`config.mk`:
```
export PLATFORM = sky130hd
export DESIGN_NAME = ivt_trap_entry
export DESIGN_NICKNAME = d
export VERILOG_FILES = /design/src/hw/ivt_vec_calc.v /design/src/hw/ivt_trap_entry.v
export VERILOG_INCLUDE_DIRS = /design/src /design/src/hw
export SDC_FILE = /design/constraint.sdc
export NUM_CORES = 1
export LEC_CHECK = 0
export ABC_AREA = 1
export BUFFER_PORTS_ARGS = -buffer_cell sky130_fd_sc_hd__clkbuf_2
export CORE_AREA = 10 10 112 114
export DETAILED_ROUTE_END_ITERATION = 8
export DIE_AREA = 0 0 122 124
export GPL_ROUTABILITY_DRIVEN = 0
export GPL_TIMING_DRIVEN = 0
export PLACE_DENSITY = 0.79
export SETUP_SLACK_MARGIN = 0.1
export SYNTH_ARGS = -nofsm -noshare
export SYNTH_HDL_FRONTEND = slang
export SYNTH_SLANG_ARGS = --single-unit
```
`constraint.sdc`:
```
create_clock -name core_clk -period 12.3 [get_ports core_clk]
set_input_delay 0.615 -clock core_clk [delete_from_list [all_inputs] [get_ports core_clk]]
set_output_delay 0.615 -clock core_clk [all_outputs]
set_load 0.03 [all_outputs]
```
`src/hw/ivt_defines.vh`:
```
`ifndef IVT_DEFINES_VH
`define IVT_DEFINES_VH
// Node and trap counts
`define IVT_NODES 8
`define IVT_NODE_W 3
`define IVT_TRAPS 4
`define IVT_TRAP_W 2
`define IVT_PRIO_W 4
`define IVT_TRAPNUM_W 7
// Vector spacing field: code 0 selects 4 bytes (two words) per vector
`define IVT_SPC_W 2
`define IVT_SPC_RST 2'h0
// Spacing code 0 already means 4 bytes, so the code is added to this base shift
`define IVT_SPC_SHIFT 3'h2
`define IVT_SEG_W 8
`define IVT_SEG_RST 8'h00
`define IVT_OFS_W 12
// Trap numbers of the hardware trap entries, highest priority first
`define IVT_TRAP0_NUM 7'h02
`define IVT_TRAP1_NUM 7'h04
`define IVT_TRAP2_NUM 7'h06
`define IVT_TRAP3_NUM 7'h0A
// Base trap number of the node array; node i uses base plus i
`define IVT_NODE_BASE 7'h27
`define IVT_TRAP_PRIO 4'hF
`define IVT_ZERO_PRIO 4'h0
`endif

```
`src/hw/ivt_vec_calc.v`:
```
`timescale 1ns/1ps
`include "ivt_defines.vh"
// Registered vector address: segment, then trap number scaled by spacing
module ivt_vec_calc (
   input wire core_clk,
   input wire arst_n,
   input wire load,
   input wire [`IVT_TRAPNUM_W-1:0] trapNum,
   input wire [`IVT_SPC_W-1:0] spacing,
   input wire [`IVT_SEG_W-1:0] segment,
   output reg [`IVT_SEG_W+`IVT_OFS_W-1:0] vecAddr_q
);
   wire [`IVT_OFS_W-1:0] ofsWide;
   // Spacing code n gives 4 << n bytes per vector
   // Shift amount kept three bits wide; a two-bit sum would wrap for the two widest spacings
   assign ofsWide = {{(`IVT_OFS_W-`IVT_TRAPNUM_W){1'b0}}, trapNum} << ({1'b0, spacing} + `IVT_SPC_SHIFT);
   // Output held in a flop so the branch address is stable for the core
   always @(posedge core_clk or negedge arst_n) begin
      if (!arst_n) begin
         vecAddr_q <= {(`IVT_SEG_W+`IVT_OFS_W){1'b0}};
      end else if (load) begin
         vecAddr_q <= {segment, ofsWide};
      end
   end
endmodule

```
`src/hw/ivt_trap_entry.v`:
```
`timescale 1ns/1ps
`include "ivt_defines.vh"
module ivt_trap_entry (
   input wire core_clk,
   input wire arst_n,
   input wire [`IVT_NODES-1:0] periphReq,
   input wire [`IVT_NODES-1:0] swSetReq,
   input wire [`IVT_NODES-1:0] swClrReq,
   input wire [`IVT_NODES-1:0] nodeEnable,
   input wire [`IVT_NODES*`IVT_PRIO_W-1:0] nodePrio,
   input wire [`IVT_NODES-1:0] nodeToEvent,
   input wire [`IVT_TRAPS-1:0] trapEvent,
   input wire [`IVT_TRAPS-1:0] trapFlagClr,
   input wire [`IVT_SEG_W-1:0] segWrData,
   input wire segWrEn,
   input wire [`IVT_SPC_W-1:0] spcWrData,
   input wire spcWrEn,
   input wire serviceDone,
   input wire [`IVT_PRIO_W-1:0] cpuPrio,
   output reg [`IVT_NODES-1:0] nodeRequestFlag_q,
   output reg [`IVT_TRAPS-1:0] trapFlagRegister_q,
   output reg [`IVT_SEG_W-1:0] vectorSegmentSelect_q,
   output reg [`IVT_SPC_W-1:0] vectorSpacingField_q,
   output reg branchReq_q,
   output reg branchIsTrap_q,
   output reg [`IVT_TRAPNUM_W-1:0] branchTrapNum_q,
   output reg [`IVT_PRIO_W-1:0] branchPrio_q,
   output reg eventXferReq_q,
   output reg [`IVT_NODE_W-1:0] eventXferNode_q,
   output reg trapActive_q,
   output wire [`IVT_SEG_W+`IVT_OFS_W-1:0] vectorAddr_q
);
   localparam ST_IDLE = 2'b00;
   localparam ST_INTR = 2'b01;
   localparam ST_TRAP = 2'b10;

   reg [1:0] state_q;
   reg [1:0] state_d;
   reg [`IVT_TRAP_W-1:0] activeTrap_q;
   reg [`IVT_TRAPS-1:0] trapPend_q;
   reg [`IVT_NODES-1:0] reqFlag_d;
   reg [`IVT_TRAPS-1:0] trapFlag_d;
   reg [`IVT_TRAPS-1:0] trapPend_d;
   reg [`IVT_TRAPS-1:0] trapKeep_d;
   reg winValid;
   reg [`IVT_NODE_W-1:0] winNode;
   reg [`IVT_PRIO_W-1:0] winPrio;
   reg trapValid;
   reg [`IVT_TRAP_W-1:0] trapSel;
   reg takeTrap;
   reg takeNode;
   reg [`IVT_TRAPNUM_W-1:0] calcNum;
   integer i;
   integer j;

   // Trap number of a hardware trap index
   function [`IVT_TRAPNUM_W-1:0] trapNumOf;
      input [`IVT_TRAP_W-1:0] idx;
      begin
         case (idx)
            2'h0: trapNumOf = `IVT_TRAP0_NUM;
            2'h1: trapNumOf = `IVT_TRAP1_NUM;
            2'h2: trapNumOf = `IVT_TRAP2_NUM;
            default: trapNumOf = `IVT_TRAP3_NUM;
         endcase
      end
   endfunction

   // Trap number of a node index
   function [`IVT_TRAPNUM_W-1:0] nodeNumOf;
      input [`IVT_NODE_W-1:0] idx;
      begin
         nodeNumOf = `IVT_NODE_BASE + {{(`IVT_TRAPNUM_W-`IVT_NODE_W){1'b0}}, idx};
      end
   endfunction

   // Request flags: hardware and software sets win over a clear in the same cycle
   always @* begin
      reqFlag_d = (nodeRequestFlag_q & ~swClrReq) | periphReq | swSetReq;
      if (takeNode) begin
         reqFlag_d[winNode] = periphReq[winNode] | swSetReq[winNode];
      end
   end

   // Node arbitration; ties go to the lower index, so scan downward
   always @* begin
      winValid = 1'b0;
      winNode = {`IVT_NODE_W{1'b0}};
      winPrio = `IVT_ZERO_PRIO;
      for (i = `IVT_NODES - 1; i >= 0; i = i - 1) begin
         if (nodeRequestFlag_q[i] && nodeEnable[i] && (nodePrio[i*`IVT_PRIO_W +: `IVT_PRIO_W] > cpuPrio) &&
             (!winValid || nodePrio[i*`IVT_PRIO_W +: `IVT_PRIO_W] >= winPrio)) begin
            winValid = 1'b1;
            winNode = i[`IVT_NODE_W-1:0];
            winPrio = nodePrio[i*`IVT_PRIO_W +: `IVT_PRIO_W];
         end
      end
   end

   // Pending traps, lowest index has highest priority
   always @* begin
      trapPend_d = trapPend_q | trapEvent;
      trapValid = 1'b0;
      trapSel = {`IVT_TRAP_W{1'b0}};
      for (j = `IVT_TRAPS - 1; j >= 0; j = j - 1) begin
         if (trapPend_d[j]) begin
            trapValid = 1'b1;
            trapSel = j[`IVT_TRAP_W-1:0];
         end
      end
   end

   // Entry decision; a trap pre-empts idle or interrupt service, but only a higher trap pre-empts a trap
   always @* begin
      state_d = state_q;
      takeTrap = 1'b0;
      takeNode = 1'b0;
      case (state_q)
         ST_IDLE: begin
            if (trapValid) begin
               takeTrap = 1'b1;
            end else if (winValid) begin
               takeNode = 1'b1;
            end
         end
         ST_INTR: begin
            if (trapValid) begin
               takeTrap = 1'b1;
            end else if (serviceDone) begin
               state_d = ST_IDLE;
            end else if (winValid) begin
               takeNode = 1'b1;
            end
         end
         ST_TRAP: begin
            // Interrupts and event transfers are held off for the whole trap service
            if (trapValid && (trapSel < activeTrap_q)) begin
               takeTrap = 1'b1;
            end else if (serviceDone) begin
               state_d = ST_IDLE;
            end
         end
         default: state_d = ST_IDLE;
      endcase
      if (takeTrap) begin
         state_d = ST_TRAP;
      end else if (takeNode && !nodeToEvent[winNode]) begin
         state_d = ST_INTR;
      end
      trapFlag_d = (trapFlagRegister_q & ~trapFlagClr) | trapEvent;
      // Taken trap leaves the pending set; the others keep waiting
      trapKeep_d = trapPend_d;
      if (takeTrap) begin
         trapKeep_d[trapSel] = 1'b0;
      end
      calcNum = takeTrap ? trapNumOf(trapSel) : nodeNumOf(winNode);
   end

   // Main state and output registers
   always @(posedge core_clk or negedge arst_n) begin
      if (!arst_n) begin
         state_q <= ST_IDLE;
         activeTrap_q <= {`IVT_TRAP_W{1'b0}};
         trapPend_q <= {`IVT_TRAPS{1'b0}};
         nodeRequestFlag_q <= {`IVT_NODES{1'b0}};
         trapFlagRegister_q <= {`IVT_TRAPS{1'b0}};
         vectorSegmentSelect_q <= `IVT_SEG_RST;
         vectorSpacingField_q <= `IVT_SPC_RST;
         branchReq_q <= 1'b0;
         branchIsTrap_q <= 1'b0;
         branchTrapNum_q <= {`IVT_TRAPNUM_W{1'b0}};
         branchPrio_q <= `IVT_ZERO_PRIO;
         eventXferReq_q <= 1'b0;
         eventXferNode_q <= {`IVT_NODE_W{1'b0}};
         trapActive_q <= 1'b0;
      end else begin
         state_q <= state_d;
         trapPend_q <= trapKeep_d;
         nodeRequestFlag_q <= reqFlag_d;
         trapFlagRegister_q <= trapFlag_d;
         if (segWrEn) begin
            vectorSegmentSelect_q <= segWrData;
         end
         if (spcWrEn) begin
            vectorSpacingField_q <= spcWrData;
         end
         if (takeTrap) begin
            activeTrap_q <= trapSel;
         end
         // Branch request pulses for one cycle, together with the vector address
         branchReq_q <= takeTrap | (takeNode & ~nodeToEvent[winNode]);
         eventXferReq_q <= ~takeTrap & takeNode & nodeToEvent[winNode];
         if (takeTrap | takeNode) begin
            branchIsTrap_q <= takeTrap;
            branchTrapNum_q <= calcNum;
            branchPrio_q <= takeTrap ? `IVT_TRAP_PRIO : winPrio;
            eventXferNode_q <= winNode;
         end
         trapActive_q <= (state_d == ST_TRAP);
      end
   end

   // Vector address registered in the same cycle as the branch request
   ivt_vec_calc uVec (
      .core_clk(core_clk),
      .arst_n(arst_n),
      .load(takeTrap | takeNode),
      .trapNum(calcNum),
      .spacing(vectorSpacingField_q),
      .segment(vectorSegmentSelect_q),
      .vecAddr_q(vectorAddr_q)
   );
endmodule

```
==> impl_metrics.toml <==
[outcome]
status = "finished clean"

[sta]
rsz0062_at_grt = "no"
drv_slew = 0
setup_tns_ns = 0
fin_hold_ws_ns = 0.288
finalCritPeriodShare = 0.871
fin_skew_ns = 0.00707
setup_viol = 0
finalCriticalPeriod_ns = 10.72
hold_violations = 0
max_freq_mhz = 93.3

[logic_synthesis]
synthCells = 713
synth.avg_cell_area_um2 = 7.29
synth_area_mm2 = 0.00520
synth_edf_count = 0
synth_ff_type = "dfrtp_1"
ys_ff_latch = 66
ys_types = 39
synth.yosys.seq_area_share = 0.318
yosys_warnings = 0
ys_async_sr_fraction = 1.00

[power]
peakVddDrop_v = 0.000112
comb_power_share = 0.505
pwr-share-clk = 0.215
power.total_mw = 1.03
p_sw_frac = 0.448
p_sw_mw = 0.461
power_frac_seq = 0.280
power.density_mw_per_mm2 = 160
p_int_mw = 0.567
p_leak_nw = 3.66

[worst_setup_path]
r2r_start = "nodeRequestFlag_q[7]$_DFF_PN0_"
cp-start-kind = "input pin"
rrSetupSlack_ns = 2.23
crit_top_cell = "nand2_1"
rr_worst_depth = 78
crit_type = "input pin to flip-flop"
cp_max_fo = 10
rr_endpoint = "uVec.vecAddr_q[5]$_DFFE_PN0P_"
cpPeakStageDelay_ns = 0.32
arrival_ns = 10.94
crit_path_end_kind = "flip-flop"
crit_required_ns = 12.52
crit_path_top_delay_cell = "ha_1"

[floorplan]
die_height_um = 124
die_w_um = 122
dieArea_mm2 = 0.0151
rows = 37
initial_core_util = 0.508
pin_count = 159
core_area_mm2 = 0.0102

[detailed_routing]
wl_um = 14700
viasPerCell = 5.02
dr.pass1.iters = 5
drt-initial-drc-count = 293
detail-route-antenna-nets = 0
drc = 0
avgRoutedWirePerCell_um = 14.4
dr_total_vias = 5135

[cts]
cts-hold-fix-buffers = 0
clk_pin_slew_ns = 0.08
cts_tree = "done"
h-tree-depth = 3
cts.sinks = 66
clockBufferDepth = 2
clk_latency_ns = 0.34
numCtsBuffers = 9
cts_root_buffer = "clkbuf_8"
cts_setup_buffers = 0
cts_resized = 0

[flow_run]
cap_violations = 0

[global_route]
grt_pass1_vias = 5243
grt_pass1_wl_um = 24100
grt_overflow_total = 0
grt_max_degree = 67
grt_use_total = 0.195
antenna_found_initial = 0

[final_layout]
drive_gt1_frac = 0.268
stdcell_area_mm2 = 0.00643
insertedDiodeCount = 0
final_nets = 1047
syn2layout_area_growth_pct = 23.6

[placement]
dpl_cell_area_mm2 = 0.00618
hpwl_um = 12300
port_buffers = 156

[worst_hold_path]
holdCritPathClass = "input pin to asynchronous set/reset pin"
## cell families after synthesis
kind of cell    Yosys count  synth area share
buf+inv                 111            0.0895
fa+ha+maj                66             0.159
flops                    66             0.318
other cells               1          0.000721
simple gates            357             0.308
compound gates          112             0.126
## placed cells by master (no fill, tap or decap), types with 3 or more instances in the layout
master	netlist	final
o21ai_1	11	11
nand4_1	6	6
clkbuf_1	3	4
nand3_1	50	50
o21bai_1	6	6
bufinv_16	0	3
o21ai_0	42	42
nand2_4	5	5
o211ai_1	5	5
clkbuf_8	0	9
o21ai_2	9	9
nor2_1	56	56
nand2_1	194	194
or2_1	3	3
a21oi_1	28	28
inv_1	90	90
inv_2	7	7
or2_2	6	6
buf_4	4	4
buf_2	3	3
ha_1	66	66
clkbuf_2	0	155
dfrtp_1	66	66
buf_6	4	4
nor2_2	4	4
and2_1	8	8
nand2_2	17	17
nand3_2	4	4
## critical path: cells and delay by family
family	cells	cell delay [ns]
AO/OA/AOI/OAI	17	2.01
buffers and inverters	10	1.26
adder cells (fa/ha/maj)	9	2.53
AND/OR/NAND/NOR	46	4.51
## state kept, by name, indices dropped and copies added, names as in the netlist
register	cells
activeTrap_q	2
branchIsTrap_q	1
branchPrio_q	4
branchReq_q	1
branchTrapNum_q	5
eventXferNode_q	3
eventXferReq_q	1
nodeRequestFlag_q	8
state_q	2
trapActive_q	1
trapFlagRegister_q	4
trapPend_q	4
uVec.vecAddr_q	20
vectorSegmentSelect_q	8
vectorSpacingField_q	2
## synthesized netlist by cell type, drive strengths merged (2+ instances only)
master | n | share of area
a21oi | 29 | 0.029
or2 | 9 | 0.011
nand2 | 216 | 0.17
dfrtp | 66 | 0.32
and2 | 9 | 0.011
nor3 | 2 | 0.0019
o21ai | 62 | 0.066
clkbuf | 3 | 0.0022
a211oi | 2 | 0.0029
buf | 11 | 0.017
nand3 | 54 | 0.056
ha | 66 | 0.16
o211ai | 5 | 0.0072
o21bai | 6 | 0.0087
nand4 | 6 | 0.0072
a21boi | 2 | 0.0029
nor2 | 61 | 0.049
inv | 97 | 0.070
## per-layer routing
| metal | wire length [um] | up-vias | track usage | part of all wire |
|---|---|---|---|---|
| li1 | - | 2651 | - | - |
| met1 | 6140 | 2343 | 0.230 | 0.42 |
| met2 | 7470 | 127 | 0.346 | 0.51 |
| met3 | 920 | 14 | 0.0570 | 0.063 |
| met4 | 150 | 0 | 0.0402 | 0.010 |
| met5 | 0 | - | 0 | 0 |
## area by class of cell
type / count / area [um^2]
buffer: 14 / 101
clock buffer: 10 / 128
clock inverter: 6 / 115
fill: 991 / 3800
inverter: 97 / 364
multi-input combinational: 537 / 3090
sequential: 66 / 1650
tap: 136 / 170
timing repair buffer: 157 / 811
## worst max path at each step
stage               startpoint                       endpoint  slack (ns)  depth (start not counted)
floorplan           cpuPrio[3]  uVec.vecAddr_q[5]$_DFFE_PN0P_        2.73                         81
finish              cpuPrio[3]  uVec.vecAddr_q[5]$_DFFE_PN0P_        1.58                         82
global route        cpuPrio[2]  uVec.vecAddr_q[5]$_DFFE_PN0P_        0.24                         82
CTS                 cpuPrio[3]  uVec.vecAddr_q[5]$_DFFE_PN0P_        1.64                         82
detailed placement  cpuPrio[3]  uVec.vecAddr_q[5]$_DFFE_PN0P_        1.34                         82
global placement    cpuPrio[3]  uVec.vecAddr_q[5]$_DFFE_PN0P_        1.45                         82
## metrics by stage
stage | setup WS (ns) | std cells | util
3_5_place_dp | 1.34 | 1007 | 0.604
4_1_cts | 1.64 | 1023 | 0.628
5_1_grt | 0.240 | 1023 | 0.628
2_1_floorplan | 2.73 | 714 | -
6_report | 1.58 | 1023 | 0.628
3_3_place_gp | 1.45 | 1006 | 0.601
## power by group through the flow
stage          combinational (mW)  sequential [mW]  clock [mW]
3_5_place_dp                0.521            0.291           0
5_1_grt                     0.583            0.293       0.237
2_1_floorplan               0.296            0.363           0
3_3_place_gp                0.510            0.288           0
6_report                    0.519            0.287       0.221
4_1_cts                     0.523            0.287       0.225
Note: power is estimated with default switching activity, not from simulation.
